## src/logic/refclk_pkg.sv

```systemverilog
// Notes on behaviour
// - Output-enable bit 15 drives the divided reference onto the pin; clear disables it.
// - Four-bit divisor: code 0 passes base clock, code n divides by two to n (code 0 on system clock halves it instead).
// - Source-select bit 12 picks primary oscillator when set, system clock when clear.
// - Sleep-run bit 13 keeps reference running in Sleep; clear stops it in Sleep.
// - Sleep output needs sleep-run and source-select; primary oscillator off unless keep-alive, or both bits set with primary_osc_mode.
// - Bit 14 and bits 7 to 0 read zero and ignore writes.
// - Low power only by power-save instruction; operand 0 Sleep, operand 1 Idle.
// - Sleep stops system clock source, its on-chip oscillator, and all execution.
// - Fail-safe clock monitor suspended throughout Sleep.
// - Low-power RC kept in Sleep if watchdog on; in Idle if watchdog or monitor.
// - Enabled watchdog cleared just before Sleep entry and on Idle entry.
// - Sleep disables system-clock peripherals; change detect and external-clock ones may run.
// - Regulator-in-sleep bit clear turns regulator off in Sleep, adding wake-up delay.
// - Sleep exits on enabled interrupt, any reset, or watchdog time-out.
// - Wake from Sleep resumes with the clock source active at entry.
// - Idle stops CPU but keeps system clock; peripherals run unless disabled for Idle.
// - Idle exits on enabled interrupt, any reset, or watchdog time-out.
// - Idle wake reapplies CPU clock at once; resume next instruction or service routine.
// - Reference output usable in every oscillator configuration.
// - Interrupt during power-save instruction deferred until entry completes, then wakes.
package refclk_pkg;
    localparam logic [11:0] REF_CTRL_ADDR = 12'h000;
    localparam logic [11:0] RESET_CTRL_ADDR = 12'h004;
    localparam logic [11:0] PS_STATUS_ADDR = 12'h008;
    localparam int OE_BIT = 15;
    localparam int SLEEP_RUN_BIT = 13;
    localparam int SRC_SEL_BIT = 12;
    localparam int DIV_LSB = 8;
    localparam int REG_SLEEP_BIT = 8;
    localparam logic [15:0] REF_CTRL_MASK = 16'hBF00;
    localparam logic [15:0] REF_CTRL_RESET = 16'h0000;
    localparam logic [15:0] RESET_CTRL_RESET = 16'h0100;
    localparam int REG_WAKE_US = 190;
    localparam int CLK_MHZ = 250;
    localparam int REG_WAKE_CYCLES = REG_WAKE_US * CLK_MHZ;
    localparam logic OP_SLEEP = 1'b0;
    localparam logic OP_IDLE = 1'b1;

    typedef enum logic [1:0] {
        PS_RUN = 2'b00,
        PS_SLEEP = 2'b01,
        PS_IDLE = 2'b10,
        PS_WAKE = 2'b11
    } ps_state_e;

    typedef struct packed {
        logic oe;
        logic sleep_run;
        logic src_sel;
        logic [3:0] div;
    } ref_cfg_s;
endpackage

```

## src/logic/refclk_power_save.sv

```systemverilog
// The register offsets and the APB interface to the registers were left to the implementer.
`timescale 1ns/10ps
`default_nettype none
module refclk_power_save #(
    parameter int WAKE_DELAY = refclk_pkg::REG_WAKE_CYCLES
) (
    input wire logic pclk,
    input wire logic presetn,
    input wire logic psel,
    input wire logic penable,
    input wire logic pwrite,
    input wire logic [11:0] paddr,
    input wire logic [31:0] pwdata,
    output logic [31:0] prdata,
    output logic pready,
    output logic pslverr,
    input wire logic primary_osc_clk,
    input wire logic primary_osc_keep_alive,
    input wire logic primary_osc_mode,
    input wire logic power_save_instruction,
    input wire logic power_save_operand,
    input wire logic irq_pending,
    input wire logic device_reset_req,
    input wire logic watchdog_timeout,
    input wire logic watchdog_enabled,
    input wire logic fail_safe_clock_monitor_enabled,
    output logic ref_clock_pin,
    output logic system_clock_run,
    output logic primary_osc_run,
    output logic low_power_rc_oscillator_run,
    output logic fail_safe_clock_monitor_active,
    output logic watchdog_clear,
    output logic cpu_clock_run,
    output logic sysclk_periph_run,
    output logic regulator_on,
    output logic [2:0] resume_clock_source,
    input wire logic [2:0] current_clock_source
);
    import refclk_pkg::*;

    logic [15:0] ref_ctrl;
    logic [15:0] reset_ctrl;
    ps_state_e state;
    logic [2:0] saved_source;
    logic [31:0] wake_cnt;
    logic pend_wake;
    logic [2:0] posc_sync;
    logic posc_lvl;
    logic base_prev;
    logic [15:0] div_cnt;
    logic ref_out;
    logic base_rise;
    logic wake_event;
    logic acc;
    logic ref_allowed;
    ref_cfg_s cfg;

    assign cfg = '{oe: ref_ctrl[OE_BIT], sleep_run: ref_ctrl[SLEEP_RUN_BIT],
                   src_sel: ref_ctrl[SRC_SEL_BIT], div: ref_ctrl[DIV_LSB+3:DIV_LSB]};
    assign acc = psel && penable;
    assign pready = 1'b1;
    assign pslverr = 1'b0;

    function automatic logic addr_hit(input logic [11:0] a);
        return (a == REF_CTRL_ADDR) || (a == RESET_CTRL_ADDR) || (a == PS_STATUS_ADDR);
    endfunction

    // Register writes; unimplemented bits masked off
    always_ff @(posedge pclk or negedge presetn) begin
        if (!presetn) begin
            ref_ctrl <= REF_CTRL_RESET;
            reset_ctrl <= RESET_CTRL_RESET;
        end else if (acc && pwrite && addr_hit(paddr)) begin
            if (paddr == REF_CTRL_ADDR) begin
                ref_ctrl <= pwdata[15:0] & REF_CTRL_MASK;
            end
            if (paddr == RESET_CTRL_ADDR) begin
                reset_ctrl <= pwdata[15:0] & RESET_CTRL_RESET;
            end
        end
    end

    always_ff @(posedge pclk or negedge presetn) begin
        if (!presetn) begin
            prdata <= 32'h00000000;
        end else if (psel && !penable && !pwrite) begin
            unique case (paddr)
                REF_CTRL_ADDR: prdata <= {16'h0000, ref_ctrl};
                RESET_CTRL_ADDR: prdata <= {16'h0000, reset_ctrl};
                PS_STATUS_ADDR: prdata <= {27'h0000000, saved_source, state};
                default: prdata <= 32'h00000000;
            endcase
        end
    end

    // Primary oscillator pin synchroniser
    always_ff @(posedge pclk or negedge presetn) begin
        if (!presetn) begin
            posc_sync <= 3'b000;
            posc_lvl <= 1'b0;
        end else begin
            posc_sync <= {posc_sync[1:0], primary_osc_clk};
            if (posc_sync[1] == posc_sync[2]) begin
                posc_lvl <= posc_sync[2];
            end
        end
    end

    // Power-save state machine
    assign wake_event = irq_pending || device_reset_req || watchdog_timeout;
    always_ff @(posedge pclk or negedge presetn) begin
        if (!presetn) begin
            state <= PS_RUN;
            saved_source <= 3'b000;
            wake_cnt <= 32'h00000000;
            pend_wake <= 1'b0;
        end else begin
            unique case (state)
                PS_RUN: begin
                    if (power_save_instruction) begin
                        saved_source <= current_clock_source;
                        pend_wake <= irq_pending;
                        state <= (power_save_operand == OP_SLEEP) ? PS_SLEEP : PS_IDLE;
                    end
                end
                PS_SLEEP: begin
                    pend_wake <= 1'b0;
                    if (wake_event || pend_wake) begin
                        wake_cnt <= reset_ctrl[REG_SLEEP_BIT] ? 32'h00000000
                                  : 32'(WAKE_DELAY);
                        state <= PS_WAKE;
                    end
                end
                PS_IDLE: begin
                    pend_wake <= 1'b0;
                    if (wake_event || pend_wake) begin
                        state <= PS_RUN;
                    end
                end
                PS_WAKE: begin
                    if (wake_cnt == 32'h00000000) begin
                        state <= PS_RUN;
                    end else begin
                        wake_cnt <= wake_cnt - 32'h00000001;
                    end
                end
            endcase
        end
    end

    assign resume_clock_source = saved_source;
    assign watchdog_clear = (state == PS_RUN) && power_save_instruction
                            && watchdog_enabled;
    assign system_clock_run = (state != PS_SLEEP) && (state != PS_WAKE);
    assign cpu_clock_run = (state == PS_RUN);
    assign sysclk_periph_run = system_clock_run;
    assign fail_safe_clock_monitor_active = fail_safe_clock_monitor_enabled
                    && system_clock_run;
    assign low_power_rc_oscillator_run = (state == PS_SLEEP || state == PS_WAKE)
                    ? watchdog_enabled
                    : (watchdog_enabled || fail_safe_clock_monitor_enabled);
    assign regulator_on = !(state == PS_SLEEP && !reset_ctrl[REG_SLEEP_BIT]);
    assign primary_osc_run = system_clock_run || primary_osc_keep_alive
                    || (cfg.sleep_run && cfg.src_sel && primary_osc_mode);

    // Reference divider; base is an enable on each rising edge of either source
    assign ref_allowed = cfg.oe && (system_clock_run ||
                         (cfg.sleep_run && cfg.src_sel && primary_osc_run));
    always_ff @(posedge pclk or negedge presetn) begin
        if (!presetn) begin
            base_prev <= 1'b0;
        end else begin
            base_prev <= posc_lvl;
        end
    end
    assign base_rise = cfg.src_sel ? (posc_lvl && !base_prev) : 1'b1;

    always_ff @(posedge pclk or negedge presetn) begin
        if (!presetn) begin
            div_cnt <= 16'h0000;
            ref_out <= 1'b0;
        end else if (!ref_allowed) begin
            div_cnt <= 16'h0000;
            ref_out <= 1'b0;
        end else if (cfg.src_sel && cfg.div == 4'h0) begin
            // Code 0 on the oscillator passes its synchronised level straight out
            div_cnt <= 16'h0000;
            ref_out <= posc_lvl;
        end else if (base_rise) begin
            // Half-period of 2^(n-1) base edges
            // System clock reaches the pin through a flop, so its code 0 gives the toggle rate
            if (div_cnt >= ((16'h0001 << cfg.div) >> 1) - 16'h0001 || cfg.div == 4'h0) begin
                div_cnt <= 16'h0000;
                ref_out <= !ref_out;
            end else begin
                div_cnt <= div_cnt + 16'h0001;
            end
        end
    end
    assign ref_clock_pin = ref_out;

    ref_low_a: assert property (@(posedge pclk) disable iff (!presetn)
        !ref_allowed |=> !ref_clock_pin) else $error("reference not low when disabled");
    sleep_entry_a: assert property (@(posedge pclk) disable iff (!presetn)
        (state == PS_RUN && power_save_instruction && power_save_operand == OP_SLEEP)
        |=> state == PS_SLEEP) else $error("sleep not entered");
    idle_entry_a: assert property (@(posedge pclk) disable iff (!presetn)
        (state == PS_RUN && power_save_instruction && power_save_operand == OP_IDLE)
        |=> state == PS_IDLE) else $error("idle not entered");
    sleep_clock_a: assert property (@(posedge pclk) disable iff (!presetn)
        state == PS_SLEEP |-> !system_clock_run && !cpu_clock_run
        && !fail_safe_clock_monitor_active)
        else $error("clock running in sleep");
    idle_wake_a: assert property (@(posedge pclk) disable iff (!presetn)
        (state == PS_IDLE && irq_pending) |=> cpu_clock_run) else $error("idle wake");
    sleep_wake_a: assert property (@(posedge pclk) disable iff (!presetn)
        (state == PS_SLEEP && watchdog_timeout) |=> state == PS_WAKE)
        else $error("sleep wake");
    watchdog_clear_a: assert property (@(posedge pclk) disable iff (!presetn)
        (state == PS_RUN && power_save_instruction && watchdog_enabled) |-> watchdog_clear)
        else $error("watchdog not cleared");
    regulator_a: assert property (@(posedge pclk) disable iff (!presetn)
        (state == PS_SLEEP && reset_ctrl[REG_SLEEP_BIT]) |-> regulator_on)
        else $error("regulator off");
    deferred_irq_a: assert property (@(posedge pclk) disable iff (!presetn)
        (state == PS_RUN && power_save_instruction && irq_pending && power_save_operand)
        |=> ##1 state == PS_RUN) else $error("deferred interrupt lost");
    unimpl_a: assert property (@(posedge pclk) disable iff (!presetn)
        (ref_ctrl & ~REF_CTRL_MASK) == 16'h0000) else $error("unimplemented bit set");
endmodule
`default_nettype wire

```

## config.mk

```make
export PLATFORM = sky130hd
export DESIGN_NAME = refclk_power_save
export DESIGN_NICKNAME = d
export VERILOG_FILES = /design/src/logic/refclk_pkg.sv /design/src/logic/refclk_power_save.sv
export SDC_FILE = /design/constraint.sdc
export NUM_CORES = 1
export LEC_CHECK = 0
export BUFFER_PORTS_ARGS = -buffer_cell sky130_fd_sc_hd__buf_2
export CAP_MARGIN = 20
export CORE_AREA = 2 2 97 118
export CTS_CLUSTER_DIAMETER = 80
export DETAILED_ROUTE_END_ITERATION = 16
export DIE_AREA = 0 0 99 120
export GPL_TIMING_DRIVEN = 0
export PLACE_DENSITY_LB_ADDON = 0.15
export SLEW_MARGIN = 20
export SYNTH_ARGS = -nofsm -noshare
export SYNTH_HDL_FRONTEND = slang
export SYNTH_SLANG_ARGS = --single-unit
```

## constraint.sdc

```tcl
create_clock -name pclk -period 12.15 [get_ports pclk]
set_input_delay 2.43 -clock pclk [delete_from_list [all_inputs] [get_ports pclk]]
set_output_delay 2.43 -clock pclk [all_outputs]
set_load 0.05 [all_outputs]
```

==> impl_metrics.tcl <==
set metrics [dict create \
    power_frac_clock_pct 47.5 \
    vias_per_cell 5.31 \
    rows 42 \
    synth.distinct_cells 57 \
    finalPower_uw 583 \
    drv_cap 0 \
    worstPathCellList "buf_2 -> and3_1 -> or3_1 -> buf_2" \
    cts.sinks 80 \
    cp.required_ns 9.72 \
    h-tree-depth 3 \
    fin_nets 679 \
    hold_viol 0 \
    relSlewSlack_pct 49.8 \
    cts_buffers 9 \
    first_pass_iters 4 \
    floorplan.die_area_mm2 0.0119 \
    overflow 0 \
    wirelength_um 10700 \
    clock_skew_ns 0.00646 \
    path_max_fanout 2 \
    crit_family "simple AND/OR/NAND/NOR gates" \
    crit_path_max_incr_delay_ns 0.34 \
    critPathMostFrequentCell "buf_2" \
    ys_seq_area_share_pct 42.1 \
    grt_pass1_wl_um 17900 \
    peakVddDrop_uv 58.7 \
    period_needed_ns 5.70 \
    crit_buf_inv 2 \
    slowest_stage "or3_1" \
    cellPowerDensity_mw_per_mm2 103 \
    pwr-share-comb_pct 6.5 \
    synth-main-ff-cell "dfrtp_1" \
    switching_share_pct 24.4 \
    grt_max_degree 42 \
    wl_per_cell_um 14.6 \
    final_layout_size_suffix_gt1_share_pct 21.4 \
    cts_root_buf "clkbuf_16" \
    finalWorstSetupSlack_ns 6.45 \
    cts_tree "yes" \
    antenna_found_initial 0 \
    drv_slew 0 \
    pre_cts_slack_ns 6.44 \
    syn_to_final_growth_pct 18.3 \
    drtIter0Drc 112 \
    worst_pin_slew_ns 0.745 \
    place.gp.congestion 0.847 \
    drc 0 \
    post_cts.repair.setup_buffers 0 \
    async_flop_share_pct 100 \
    worstPathArrival_ns 3.27 \
    min_path_type "flip-flop to flip-flop" \
    n_antenna_cell 0 \
    finalCritPeriodShare_pct 46.9 \
    port_buffers 60 \
    finalSetupViolations 0 \
    fmax_mhz 175 \
    antenna_left 0 \
    syn_inst 502 \
    leakage_uw 0.00270 \
    yosys_warnings 0 \
    pin_count 108 \
    syn_area_mm2 0.00476 \
    start_kind "input port" \
    switchingPower_uw 142 \
    via_count 3881 \
    cts_hold_repair.buffers 0 \
    cts_resized 0 \
    internal_power_uw 440 \
    synth-edff-count 0 \
    clk_path_buf_depth 2 \
    die_w_um 99 \
    avgSynthCellArea_um2 9.49 \
    rsz0062_at_grt "false" \
    ys_ff_latch 80 \
    endpoint_kind "primary output" \
    p_seq_share_pct 46.0 \
    grt_pass1_vias 3881 \
    fin_tns_setup_ns 0 \
    initial_utilization_pct 44.2 \
    track_usage_pct 18.5 \
    core_mm2 0.0108 \
    die_y_um 120 \
    criticalPathCategory "input port to primary output" \
    clk_pin_slew_ns 0.06 \
    clk-insertion-delay-late_ns 0.34 \
    dp_hpwl_um 8110 \
    status "complete, no violations" \
]
## power groups by stage
| stage | logic (µW) | registers (µW) | clock network [µW] |
|---|---|---|---|
| finish | 37.9 | 268 | 276 |
| CTS | 38.2 | 268 | 283 |
| global placement | 36.8 | 273 | 0 |
| global route | 40.9 | 268 | 292 |
| floorplan | 24.4 | 273 | 0 |
| detailed placement | 38.2 | 273 | 0 |
## cell usage in the layout (no fill, tap or decap), types with 8 or more instances in the layout
master      n
dfrtp_1    79
buf_2      61
nor2_1     55
nand2_1    32
buf_4      24
xor2_1     23
a21oi_1    23
ha_1       23
conb_1     22
clkbuf_1   18
o21ai_0    17
nand3_1    17
nor3_1     16
nand4_1    15
nor4_1     14
xnor2_1    13
mux2_2     12
inv_1      11
a22o_1     11
clkbuf_16   9
nand2b_1    8
## area by class of cell
class / instances / area (µm²)
Buffer: 43 / 250
Fill cell: 993 / 5140
Multi-Input combinational cell: 388 / 2550
Timing Repair Buffer: 61 / 323
Tap cell: 132 / 165
Inverter: 11 / 41.3
Clock buffer: 9 / 225
Clock inverter: 7 / 77.6
Sequential cell: 80 / 2000
## sequential cells by signal, summed over array words and instances, names as in the netlist
| signal | count |
|---|---|
| posc_lvl | 1 |
| ref_ctrl | 7 |
| resume_clock_source | 3 |
| reset_ctrl | 1 |
| pend_wake | 1 |
| base_prev | 1 |
| posc_sync | 3 |
| wake_cnt | 32 |
| div_cnt | 16 |
| ref_clock_pin | 1 |
| state | 2 |
| prdata | 12 |
## through the flow
step           area (µm²)  hold WS (ns)  cells  util [%]
3_3_place_gp         5300         0.339    714      49.2
2_1_floorplan        4840         0.331    522         -
5_1_grt              5640         0.360    731      52.3
4_1_cts              5630         0.359    731      52.3
6_report             5640         0.352    731      52.3
3_5_place_dp         5330         0.345    715      49.4
## per-layer routing
layer	share of wire (%)	up-vias	track usage [%]
met5	0	-	0
met3	3.4	19	2.74
li1	-	1947	-
met4	2.2	0	7.71
met2	52	66	32.9
met1	43	1849	22.1
## Yosys cell counts (11+ instances only)
cell type / instances / share of area, %
nor2_1: 55 / 4.3
dfrtp_1: 79 / 42
mux2_2: 12 / 2.8
nand3_1: 17 / 1.8
xor2_1: 23 / 4.2
nor4_1: 15 / 2.0
buf_4: 23 / 3.6
nand4_1: 15 / 2.0
inv_1: 11 / 0.87
clkbuf_1: 18 / 1.4
ha_1: 23 / 6.0
a22o_1: 11 / 2.0
nor3_1: 16 / 1.7
xnor2_1: 13 / 2.4
nand2_1: 32 / 2.5
a21oi_1: 23 / 2.4
o21ai_0: 17 / 1.8
## cell families (layout without fill, tap and decap cells)
logic type	count (synthesis)	in the layout	share of synthesized area (%)
other cells	2	22	0.158
mux	18	18	4.10
fa+ha+maj	24	24	6.25
xor+xnor	36	36	6.62
buf+inv	54	131	6.12
flops	80	80	42.1
simple gates	206	206	23.1
compound gates	82	82	11.6
## worst paths after layout
path | cells past startpoint | slack [ns] | end | start
min | 0 | 0.35 | posc_sync[1]$_DFF_PN0_ | posc_sync[0]$_DFF_PN0_
max | 4 | 6.45 | primary_osc_run | primary_osc_mode
min in group asynchronous | 1 | 2.07 | div_cnt[9]$_DFFE_PN0P_ | presetn
max reg2reg | 16 | 7.60 | div_cnt[12]$_DFFE_PN0P_ | ref_ctrl[11]$_DFFE_PN0P_
min reg2reg | 0 | 0.35 | posc_sync[1]$_DFF_PN0_ | posc_sync[0]$_DFF_PN0_
max in group asynchronous | 2 | 9.46 | wake_cnt[20]$_DFFE_PN0P_ | presetn
Note: power is estimated with default switching activity, not from simulation.
